<file path="config.mk">
export PLATFORM = sky130hd
export DESIGN_NAME = i2c_slave_status_control
export DESIGN_NICKNAME = d
export VERILOG_FILES = /design/src/i2c_ss_pkg.sv /design/src/ahb_lite_port.sv /design/src/i2c_slave_status_control.sv /design/src/pin_sync.sv
export SDC_FILE = /design/constraint.sdc
export NUM_CORES = 1
export LEC_CHECK = 0
export BUFFER_PORTS_ARGS = -buffer_cell sky130_fd_sc_hd__buf_2
export CAP_MARGIN = 15
export CELL_PAD_IN_SITES_DETAIL_PLACEMENT = 0
export CELL_PAD_IN_SITES_GLOBAL_PLACEMENT = 1
export CORE_MARGIN = 4
export CORE_UTILIZATION = 40
export CTS_BUF_LIST = sky130_fd_sc_hd__clkbuf_4 sky130_fd_sc_hd__clkbuf_8 sky130_fd_sc_hd__clkbuf_16
export DETAILED_ROUTE_END_ITERATION = 12
export GPL_TIMING_DRIVEN = 0
export PLACE_DENSITY = 0.82
export SETUP_SLACK_MARGIN = 0.02
export SYNTH_ARGS = -nofsm -noshare
export SYNTH_HDL_FRONTEND = slang
export SYNTH_SLANG_ARGS = --single-unit
</file>
<file path="constraint.sdc">
create_clock -name sys_clk -period 2.4 [get_ports sys_clk]
set_input_delay 0.48 -clock sys_clk [delete_from_list [all_inputs] [get_ports sys_clk]]
set_output_delay 0.48 -clock sys_clk [all_outputs]
set_load 0.01 [all_outputs]
</file>
<file path="src/i2c_ss_pkg.sv">
// What this block does
// - byte_done_flag low while a byte moves, high with an interrupt after eight bits.
// - a START clears byte_done_flag.
// - a software read of bus_data_buffer clears byte_done_flag until the next byte.
// - a STOP sets byte_done_flag.
// - address_matched_flag is high on an own-address match, low otherwise.
// - bus_busy_flag goes to 1 on START and to 0 on STOP.
// - direction_select 0 makes the slave receive, 1 makes it transmit.
// - after eight received bits, ack_send_bit is driven onto SDA on the ninth clock.
// - the bit after the seven address bits is captured into read_write_flag.
// - after eight sent bits, SDA on the ninth clock goes into ack_received_flag.
// - on a missing acknowledge the transmitter stops and releases SDA.
// - after START, seven address bits arrive MSB first and are compared.
// - match, byte completion and time-out share one interrupt output.
// - on an address match SDA is driven low during the ninth bit.
// - START is SDA falling while SCL stays high.
// - after a match SCL is held low until a data write or dummy read.
// - with match_wakeup_enable set, an address match wakes the device.
// - own address is bits 7 to 1 of own_address_reg; bit 0 is ignored.
// - enabling the interface resets status flags but keeps direction and ack bits.
package i2c_ss_pkg;
   // ==========================================
   // register map, byte addresses on the bus
   localparam int ADDR_W = 8;
   localparam logic [ADDR_W-1:0] REG_CTRL_OFS = 8'h00;
   localparam logic [ADDR_W-1:0] REG_OWN_OFS = 8'h04;
   localparam logic [ADDR_W-1:0] REG_STAT_OFS = 8'h08;
   localparam logic [ADDR_W-1:0] REG_DATA_OFS = 8'h0c;
   localparam logic [ADDR_W-1:0] REG_TOUT_OFS = 8'h10;
   // ==========================================
   // field positions
   localparam int CTRL_EN_BIT = 0;
   localparam int TOUT_FLAG_BIT = 0;
   localparam int ST_DONE_BIT = 7;
   localparam int ST_MATCH_BIT = 6;
   localparam int ST_BUSY_BIT = 5;
   localparam int ST_DIR_BIT = 4;
   localparam int ST_ACKS_BIT = 3;
   localparam int ST_RW_BIT = 2;
   localparam int ST_WAKE_BIT = 1;
   localparam int ST_ACKRX_BIT = 0;
   localparam logic [7:0] OWN_ADDR_MASK = 8'hfe;
   // ==========================================
   // reset values
   localparam logic [7:0] STAT_POR = 8'h81;
   localparam logic [7:0] OWN_POR = 8'h00;
   // ==========================================
   // bit counting on the serial link
   localparam logic [3:0] BIT_LAST = 4'h7;
   localparam logic [3:0] BIT_PAST = 4'h8;
   localparam logic [3:0] ACK_DRIVE = 4'h0;
   localparam logic [3:0] ACK_END = 4'h1;
   typedef enum logic [3:0] {
      st_idle, st_addr, st_addr_ack, st_hold, st_rx, st_rx_ack, st_tx, st_tx_ack, st_ignore
   } bus_state_t;
endpackage

</file>
<file path="src/ahb_lite_port.sv">
`timescale 1ns/1ps
// ==========================================
// ahb-lite slave: zero-wait writes, one wait state on reads
module ahb_lite_port
   import i2c_ss_pkg::*;
(
   input wire logic sys_clk,
   input wire logic nrst,
   input wire logic hsel,
   input wire logic [31:0] haddr,
   input wire logic [1:0] htrans,
   input wire logic hwrite,
   input wire logic [2:0] hsize,
   input wire logic [31:0] hwdata,
   input wire logic hready,
   output logic hreadyout,
   output logic hresp,
   output logic [31:0] hrdata,
   output logic wr_stb,
   output logic rd_stb,
   output logic [i2c_ss_pkg::ADDR_W-1:0] acc_addr,
   output logic [7:0] wdata,
   input wire logic [7:0] rdata_in
);
   logic wr_pend_r;
   logic rd_pend_r;
   logic [ADDR_W-1:0] addr_r;
   logic [31:0] hrdata_r;
   logic take;

   // only whole-word singles are used, so hsize needs no decode
   assign take = hsel & hready & htrans[1];

   always_ff @(posedge sys_clk or negedge nrst) begin
      if (!nrst) begin
         wr_pend_r <= 1'b0;
         rd_pend_r <= 1'b0;
         addr_r <= '0;
      end else begin
         wr_pend_r <= take & hwrite;
         rd_pend_r <= take & ~hwrite;
         if (take) begin
            addr_r <= haddr[ADDR_W-1:0];
         end
      end
   end

   // read data is registered; the wait state keeps hrdata off a comb path
   always_ff @(posedge sys_clk or negedge nrst) begin
      if (!nrst) begin
         hrdata_r <= 32'h0;
      end else if (rd_pend_r) begin
         hrdata_r <= {24'h0, rdata_in};
      end
   end

   assign hreadyout = ~rd_pend_r;
   assign hresp = 1'b0;
   assign hrdata = hrdata_r;
   assign wr_stb = wr_pend_r;
   assign rd_stb = rd_pend_r;
   assign acc_addr = addr_r;
   assign wdata = hwdata[7:0];
endmodule

</file>
<file path="src/i2c_slave_status_control.sv">
// Design decisions made here: the AHB-Lite register port and the address map.
`timescale 1ns/1ps
// ==========================================
// i2c slave with status and control register behind ahb-lite
module i2c_slave_status_control
   import i2c_ss_pkg::*;
(
   input wire logic sys_clk,
   input wire logic nrst,
   input wire logic hsel,
   input wire logic [31:0] haddr,
   input wire logic [1:0] htrans,
   input wire logic hwrite,
   input wire logic [2:0] hsize,
   input wire logic [31:0] hwdata,
   input wire logic hready,
   output logic hreadyout,
   output logic hresp,
   output logic [31:0] hrdata,
   input wire logic scl_in,
   output logic scl_out,
   output logic scl_oe,
   input wire logic sda_in,
   output logic sda_out,
   output logic sda_oe,
   input wire logic timeout_event,
   input wire logic low_power,
   output logic irq,
   output logic wakeup
);
   // ==========================================
   // wiring
   logic scl_s, sda_s, scl_rise, scl_fall, sda_rise, sda_fall;
   logic wr_stb, rd_stb;
   logic [ADDR_W-1:0] acc_addr;
   logic [7:0] wdata;
   logic [7:0] rdata;

   logic en_r, done_r, match_r, busy_r, dir_r, acks_r, rw_r, wake_en_r, ackrx_r;
   logic tout_r, irq_r, wakeup_r, sda_oe_r, scl_oe_r;
   logic [7:0] own_r, data_r, shift_r;
   logic [3:0] bitcnt_r;
   bus_state_t state_r;

   pin_sync u_sync (
      .sys_clk(sys_clk),
      .nrst(nrst),
      .scl_in(scl_in),
      .sda_in(sda_in),
      .scl_s(scl_s),
      .sda_s(sda_s),
      .scl_rise(scl_rise),
      .scl_fall(scl_fall),
      .sda_rise(sda_rise),
      .sda_fall(sda_fall)
   );

   ahb_lite_port u_ahb (
      .sys_clk(sys_clk),
      .nrst(nrst),
      .hsel(hsel),
      .haddr(haddr),
      .htrans(htrans),
      .hwrite(hwrite),
      .hsize(hsize),
      .hwdata(hwdata),
      .hready(hready),
      .hreadyout(hreadyout),
      .hresp(hresp),
      .hrdata(hrdata),
      .wr_stb(wr_stb),
      .rd_stb(rd_stb),
      .acc_addr(acc_addr),
      .wdata(wdata),
      .rdata_in(rdata)
   );

   // ==========================================
   // register decode
   logic wr_ctrl, wr_own, wr_stat, wr_data, wr_tout, rd_data_buf, en_rise;
   assign wr_ctrl = wr_stb & (acc_addr == REG_CTRL_OFS);
   assign wr_own = wr_stb & (acc_addr == REG_OWN_OFS);
   assign wr_stat = wr_stb & (acc_addr == REG_STAT_OFS);
   assign wr_data = wr_stb & (acc_addr == REG_DATA_OFS);
   assign wr_tout = wr_stb & (acc_addr == REG_TOUT_OFS);
   assign rd_data_buf = rd_stb & (acc_addr == REG_DATA_OFS);
   assign en_rise = wr_ctrl & wdata[CTRL_EN_BIT] & ~en_r;

   logic [7:0] stat_view;
   assign stat_view = {done_r, match_r, busy_r, dir_r, acks_r, rw_r, wake_en_r, ackrx_r};

   // unmapped addresses read as zero and ignore writes
   assign rdata = (acc_addr == REG_CTRL_OFS) ? {7'h0, en_r} :
                  (acc_addr == REG_OWN_OFS) ? (own_r & OWN_ADDR_MASK) :
                  (acc_addr == REG_STAT_OFS) ? stat_view :
                  (acc_addr == REG_DATA_OFS) ? data_r :
                  (acc_addr == REG_TOUT_OFS) ? {7'h0, tout_r} : 8'h00;

   // ==========================================
   // link events
   logic start_det, stop_det, tout_hit, ev_ok;
   logic hit, rx_done, tx_done, tx_ack_smp, byte_evt, release_sw;
   assign start_det = en_r & scl_s & sda_fall;
   assign stop_det = en_r & scl_s & sda_rise;
   assign tout_hit = en_r & timeout_event;
   assign ev_ok = en_r & ~start_det & ~stop_det & ~tout_hit;
   // seven address bits sit in shift_r[6:0]; sda now holds the r/w bit
   assign hit = ev_ok & (state_r == st_addr) & scl_rise & (bitcnt_r == BIT_LAST)
                & (shift_r[6:0] == own_r[7:1]);
   assign rx_done = ev_ok & (state_r == st_rx) & scl_rise & (bitcnt_r == BIT_LAST);
   assign tx_done = ev_ok & (state_r == st_tx) & scl_rise & (bitcnt_r == BIT_LAST);
   assign tx_ack_smp = ev_ok & (state_r == st_tx_ack) & scl_rise;
   assign byte_evt = rx_done | tx_done;
   assign release_sw = ev_ok & (state_r == st_hold)
                       & ((dir_r & wr_data) | (~dir_r & rd_data_buf));

   // ==========================================
   // control and configuration
   always_ff @(posedge sys_clk or negedge nrst) begin
      if (!nrst) begin
         en_r <= 1'b0;
         own_r <= OWN_POR;
      end else begin
         if (wr_ctrl) en_r <= wdata[CTRL_EN_BIT];
         if (wr_own) own_r <= wdata & OWN_ADDR_MASK;
      end
   end

   // time-out flag: the set wins over a software clear in the same cycle
   always_ff @(posedge sys_clk or negedge nrst) begin
      if (!nrst) begin
         tout_r <= 1'b0;
      end else if (tout_hit) begin
         tout_r <= 1'b1;
      end else if (wr_tout & ~wdata[TOUT_FLAG_BIT]) begin
         tout_r <= 1'b0;
      end
   end

   // ==========================================
   // status flags; a time-out returns the whole register to its reset value
   always_ff @(posedge sys_clk or negedge nrst) begin
      if (!nrst) begin
         {done_r, match_r, busy_r, dir_r, acks_r, rw_r, wake_en_r, ackrx_r} <= STAT_POR;
      end else if (tout_hit) begin
         {done_r, match_r, busy_r, dir_r, acks_r, rw_r, wake_en_r, ackrx_r} <= STAT_POR;
      end else begin
         if (en_rise) begin
            // direction, ack-send and wake-enable bits keep what software left there
            done_r <= STAT_POR[ST_DONE_BIT];
            match_r <= STAT_POR[ST_MATCH_BIT];
            busy_r <= STAT_POR[ST_BUSY_BIT];
            rw_r <= STAT_POR[ST_RW_BIT];
            ackrx_r <= STAT_POR[ST_ACKRX_BIT];
         end else begin
            if (byte_evt | stop_det) done_r <= 1'b1;
            else if (start_det | rd_data_buf) done_r <= 1'b0;
            if (hit) match_r <= 1'b1;
            else if (start_det | stop_det) match_r <= 1'b0;
            if (start_det) busy_r <= 1'b1;
            else if (stop_det | ~en_r) busy_r <= 1'b0;
            if (hit) rw_r <= sda_s;
            if (tx_ack_smp) ackrx_r <= sda_s;
         end
         if (wr_stat) begin
            dir_r <= wdata[ST_DIR_BIT];
            acks_r <= wdata[ST_ACKS_BIT];
            wake_en_r <= wdata[ST_WAKE_BIT];
         end
      end
   end

   // ==========================================
   // data buffer: software writes it, a received byte overwrites it
   always_ff @(posedge sys_clk or negedge nrst) begin
      if (!nrst) begin
         data_r <= 8'h00;
      end else if (rx_done) begin
         data_r <= {shift_r[6:0], sda_s};
      end else if (wr_data) begin
         data_r <= wdata;
      end
   end

   // ==========================================
   // interrupt and wake-up pulses, one cycle each
   always_ff @(posedge sys_clk or negedge nrst) begin
      if (!nrst) begin
         irq_r <= 1'b0;
         wakeup_r <= 1'b0;
      end else begin
         irq_r <= hit | byte_evt | tout_hit;
         wakeup_r <= hit & wake_en_r & low_power;
      end
   end

   // ==========================================
   // serial engine; the slave only ever pulls lines low, never makes a START
   always_ff @(posedge sys_clk or negedge nrst) begin
      if (!nrst) begin
         state_r <= st_idle;
         shift_r <= 8'h00;
         bitcnt_r <= 4'h0;
         sda_oe_r <= 1'b0;
         scl_oe_r <= 1'b0;
      end else if (!en_r || tout_hit || stop_det) begin
         state_r <= st_idle;
         sda_oe_r <= 1'b0;
         scl_oe_r <= 1'b0;
      end else if (start_det) begin
         state_r <= st_addr;
         bitcnt_r <= 4'h0;
         sda_oe_r <= 1'b0;
         scl_oe_r <= 1'b0;
      end else begin
         case (state_r)
            st_addr: begin
               if (scl_rise) begin
                  shift_r <= {shift_r[6:0], sda_s};
                  bitcnt_r <= (bitcnt_r == BIT_LAST) ? ACK_DRIVE : bitcnt_r + 4'h1;
                  if (bitcnt_r == BIT_LAST) state_r <= hit ? st_addr_ack : st_ignore;
               end
            end
            st_addr_ack: begin
               if (scl_fall && bitcnt_r == ACK_DRIVE) begin
                  sda_oe_r <= 1'b1;
                  bitcnt_r <= ACK_END;
               end else if (scl_fall) begin
                  sda_oe_r <= 1'b0;
                  scl_oe_r <= 1'b1;
                  bitcnt_r <= 4'h0;
                  state_r <= st_hold;
               end
            end
            st_hold: begin
               if (release_sw) begin
                  scl_oe_r <= 1'b0;
                  if (dir_r) begin
                     shift_r <= wdata;
                     sda_oe_r <= ~wdata[7];
                     state_r <= st_tx;
                  end else begin
                     state_r <= st_rx;
                  end
               end
            end
            st_rx: begin
               if (scl_rise) begin
                  shift_r <= {shift_r[6:0], sda_s};
                  bitcnt_r <= (bitcnt_r == BIT_LAST) ? ACK_DRIVE : bitcnt_r + 4'h1;
                  if (bitcnt_r == BIT_LAST) state_r <= st_rx_ack;
               end
            end
            st_rx_ack: begin
               if (scl_fall && bitcnt_r == ACK_DRIVE) begin
                  sda_oe_r <= ~acks_r;
                  bitcnt_r <= ACK_END;
               end else if (scl_fall) begin
                  sda_oe_r <= 1'b0;
                  bitcnt_r <= 4'h0;
                  state_r <= st_rx;
               end
            end
            st_tx: begin
               if (scl_rise) begin
                  bitcnt_r <= bitcnt_r + 4'h1;
               end else if (scl_fall && bitcnt_r == BIT_PAST) begin
                  sda_oe_r <= 1'b0; // line free for the master's ack
                  bitcnt_r <= 4'h0;
                  state_r <= st_tx_ack;
               end else if (scl_fall) begin
                  shift_r <= {shift_r[6:0], 1'b0};
                  sda_oe_r <= ~shift_r[6];
               end
            end
            st_tx_ack: begin
               // a missing ack ends sending until the master's next START or STOP
               if (scl_rise && sda_s) begin
                  state_r <= st_ignore;
               end else if (scl_fall) begin
                  shift_r <= data_r;
                  sda_oe_r <= ~data_r[7];
                  state_r <= st_tx;
               end
            end
            st_ignore: begin
               sda_oe_r <= 1'b0;
               scl_oe_r <= 1'b0;
            end
            default: begin
               state_r <= st_idle;
            end
         endcase
      end
   end

   // ==========================================
   // pins and outputs; open-drain, so the driven level is always low
   assign scl_out = 1'b0;
   assign sda_out = 1'b0;
   assign scl_oe = scl_oe_r;
   assign sda_oe = sda_oe_r;
   assign irq = irq_r;
   assign wakeup = wakeup_r;
endmodule

</file>
<file path="src/pin_sync.sv">
`timescale 1ns/1ps
// ==========================================
// two-stage synchroniser and edge finder for scl and sda
module pin_sync (
   input wire logic sys_clk,
   input wire logic nrst,
   input wire logic scl_in,
   input wire logic sda_in,
   output logic scl_s,
   output logic sda_s,
   output logic scl_rise,
   output logic scl_fall,
   output logic sda_rise,
   output logic sda_fall
);
   logic [1:0] meta_r;
   logic [1:0] sync_r;
   logic [1:0] prev_r;

   // pins idle high, so reset to high avoids false edges at release
   always_ff @(posedge sys_clk or negedge nrst) begin
      if (!nrst) begin
         meta_r <= 2'h3;
         sync_r <= 2'h3;
         prev_r <= 2'h3;
      end else begin
         meta_r <= {scl_in, sda_in};
         sync_r <= meta_r;
         prev_r <= sync_r;
      end
   end

   // edges look only at the second and third stages
   assign scl_s = sync_r[1];
   assign sda_s = sync_r[0];
   assign scl_rise = sync_r[1] & ~prev_r[1];
   assign scl_fall = ~sync_r[1] & prev_r[1];
   assign sda_rise = sync_r[0] & ~prev_r[0];
   assign sda_fall = ~sync_r[0] & prev_r[0];
endmodule
</file>
==> flow_metrics.tcl <==
set metrics [dict create \
    status "complete, no violations" \
    synth_top_family_by_area "simple AND/OR/NAND/NOR gates" \
    synth_edf_count 0 \
    p_int_mw 1.858 \
    drt_first_pass_iters 5 \
    die-height_um 110.9 \
    clk_latency_ns 0.36 \
    fmax_mhz 446.9 \
    numPlacedInstances 643 \
    grt_usage_pct 19.05 \
    io_pins 118 \
    grt_max_degree 69 \
    synth-compound-area-share_pct 18.11 \
    die_w_um 110.9 \
    synth.distinct_cells 69 \
    pwr-share-clk_pct 32.7 \
    hpwl_um 8241 \
    critPathKind "reg2reg" \
    ant_nets 0 \
    hp-class "in2reg" \
    hold_viol_final 0 \
    routed_wl_um 11400 \
    core_area_um2 10320 \
    start_util_pct 41.01 \
    synthSimpleGateAreaFrac_pct 18.76 \
    wl_per_cell_um 17.22 \
    hp-start "scl_in" \
    holdBufCountCts 0 \
    layout-drive-gt1-share_pct 29.66 \
    cp_max_fo 9 \
    antennaDiodeCount 0 \
    seq_area_frac_synth_pct 40.43 \
    peakVddDrop_mv 0.4584 \
    grt_pass1_vias 3604 \
    die_area_um2 12300 \
    fin_nets 601 \
    finalCritPeriodShare_pct 93.24 \
    p_leak_nw 2.289 \
    reg2reg_from "state_r[1]$_DFFE_PN0P_" \
    maxCapViolCount 0 \
    final_cells 662 \
    synth_top_area_share_pct 35.46 \
    yosysWarnings 0 \
    dr_total_vias 3629 \
    post-place-ws_ns -0.3722 \
    drt_iter0_markers 240 \
    critPathLaunchType "register" \
    synth_area_um2 4234 \
    grt_setup_unrepaired "false" \
    synth_xor_area_share_pct 1.862 \
    port_buffers 38 \
    grt_pass1_wl_um 19000 \
    tightest_slew_ns 0.8604 \
    cts.sink_count 68 \
    ys_ff_latch 68 \
    crit_arrival_ns 2.48 \
    power_frac_seq_pct 49.6 \
    avgSynthCellArea_um2 9.558 \
    swShare_pct 30.95 \
    cp-end-kind "register" \
    cts_buffers 9 \
    rows 37 \
    routabilityCongestion 0.9726 \
    yosysTopAreaCell "dfrtp_1" \
    powerDensity_nw_per_um2 544.8 \
    fin_setup_tns_ns 0 \
    cts_tree "done" \
    clk_pin_slew_ns 0.08 \
    mostFrequentLayoutCells "dfrtp_1, buf_2, nand2_1, o21ai_0" \
    viasPerCell 5.482 \
    crit_path_start "state_r[1]$_DFFE_PN0P_" \
    p_sw_mw 0.8328 \
    timing.final.ws_setup_ns 0.1623 \
    total_power_mw 2.690 \
    p_comb_share_pct 17.7 \
    mostFrequentLayoutCell "dfrtp_1" \
    netlist_instances 443 \
    hold_slack_ns 0.2136 \
    cts_buffer_depth 2 \
    synthMuxAreaShare_pct 11.79 \
    yosys-top-cells-area "dfrtp_1, mux2_2, dfstp_2, buf_4, o21ai_0" \
    drc 0 \
    layout-area-overhead-vs-synth_pct 16.64 \
    synthAdderAreaFrac_pct 0.5910 \
    min_period_ns 2.238 \
    num-fill-cells 1000 \
    grt_overflow 0 \
    cts-root-buf "clkbuf_8" \
    required_ns 2.65 \
    slew_headroom_pct 42.64 \
    skew_ns 0.007431 \
    htree_levels 3 \
    synthArstFlopShare_pct 100.0 \
    setup_viol 0 \
    synthFlopType "dfrtp_1" \
    slew_viol_final 0 \
    grt_antenna_before_repair 0 \
]
==> what timing repair did <==
action | 4_1_cts | 5_1_grt
resized for setup | 2 | 6
buffers inserted | 0 | 4
setup endpoints to repair | 15 | 22
hold endpoints to repair | 0 | 0
pin swaps | 0 | 2
==> worst max-delay path, stage by stage (launching register included) <==
cell	delay, ns
dfrtp_1	0.38
buf_6	0.14
or4b_4	0.57
nor4_1	0.27
nand4_1	0.31
a22o_1	0.31
nand3_1	0.08
o21ai_1	0.07
==> per-layer routing <==
metal	vias to the layer above	part of all wire [%]	track usage [%]
li1	1721	-	-
met2	137	46	29.37
met3	27	8.6	6.168
met1	1744	43	25.69
met5	-	0	0
met4	0	1.9	5.337
==> worst paths after layout <==
path,to,slack (ns),cells after the start
setup / recovery,state_r[3]$_DFFE_PN0P_,0.16,7
hold / removal,u_sync.meta_r[1]$_DFF_PN1_,0.21,1
setup reg to reg,state_r[3]$_DFFE_PN0P_,0.16,7
hold reg to reg,u_sync.sync_r[1]$_DFF_PN1_,0.36,0
max in group asynchronous,u_ahb.acc_addr[2]$_DFFE_PN0P_,1.61,1
min in group asynchronous,state_r[3]$_DFFE_PN0P_,0.22,1
==> power groups by stage <==
stage | combinational, mW | sequential (mW) | clock, mW
final | 0.477 | 1.33 | 0.879
after global routing | 0.534 | 1.35 | 0.959
after CTS | 0.479 | 1.33 | 0.898
after detailed placement | 0.477 | 1.35 | 0
after global placement | 0.468 | 1.34 | 0
after floorplan | 0.343 | 1.33 | 0
==> cell usage after synthesis (5+ instances only) <==
library cell / instances
o21ai_0: 34
o2bb2ai_1: 8
inv_1: 6
nand3_1: 15
nand2b_1: 7
a22o_1: 8
nor2_1: 26
nand3b_1: 6
a21oi_1: 19
a22oi_1: 15
nor2b_1: 8
clkbuf_1: 9
buf_4: 27
xor2_1: 8
mux2i_1: 15
nand2_1: 42
mux2_2: 31
nor4_1: 5
dfrtp_1: 60
buf_2: 9
dfstp_2: 8
==> kinds of logic (layout without fill, tap and decap cells) <==
group	after synthesis	in the layout
mux	46	46
compound gates	115	115
xor+xnor	9	9
flops	68	68
fa+ha+maj	2	2
buf+inv	58	115
other cells	1	27
simple gates	144	144
==> final cells by class <==
type,instances,area (um2),share of cell area (%)
Multi-Input combinational cell,343,2295,46.47
Clock inverter,6,38.79,0.7854
Clock buffer,10,137.6,2.787
Timing Repair Buffer,42,235.2,4.763
Tap cell,136,170.2,3.446
Inverter,7,26.28,0.5320
Sequential cell,68,1712,34.66
Buffer,50,324.1,6.562
==> through the flow <==
step | util [%] | area [um2]
after detailed placement | 45.47 | 4695
after floorplan | - | 4332
final | 47.84 | 4938
after global routing | 47.84 | 4938
after global placement | 45.45 | 4692
after CTS | 47.25 | 4878
==> state kept, by name, indices dropped and copies added, names as in the netlist, 2 cells and up <==
register / cells
data_r: 8
u_ahb.acc_addr: 8
u_ahb.hrdata: 8
own_r: 7
shift_r: 7
bitcnt_r: 4
state_r: 4
u_sync.meta_r: 2
u_sync.prev_r: 2
u_sync.sync_r: 2
Power figures use the tool's default switching activity.
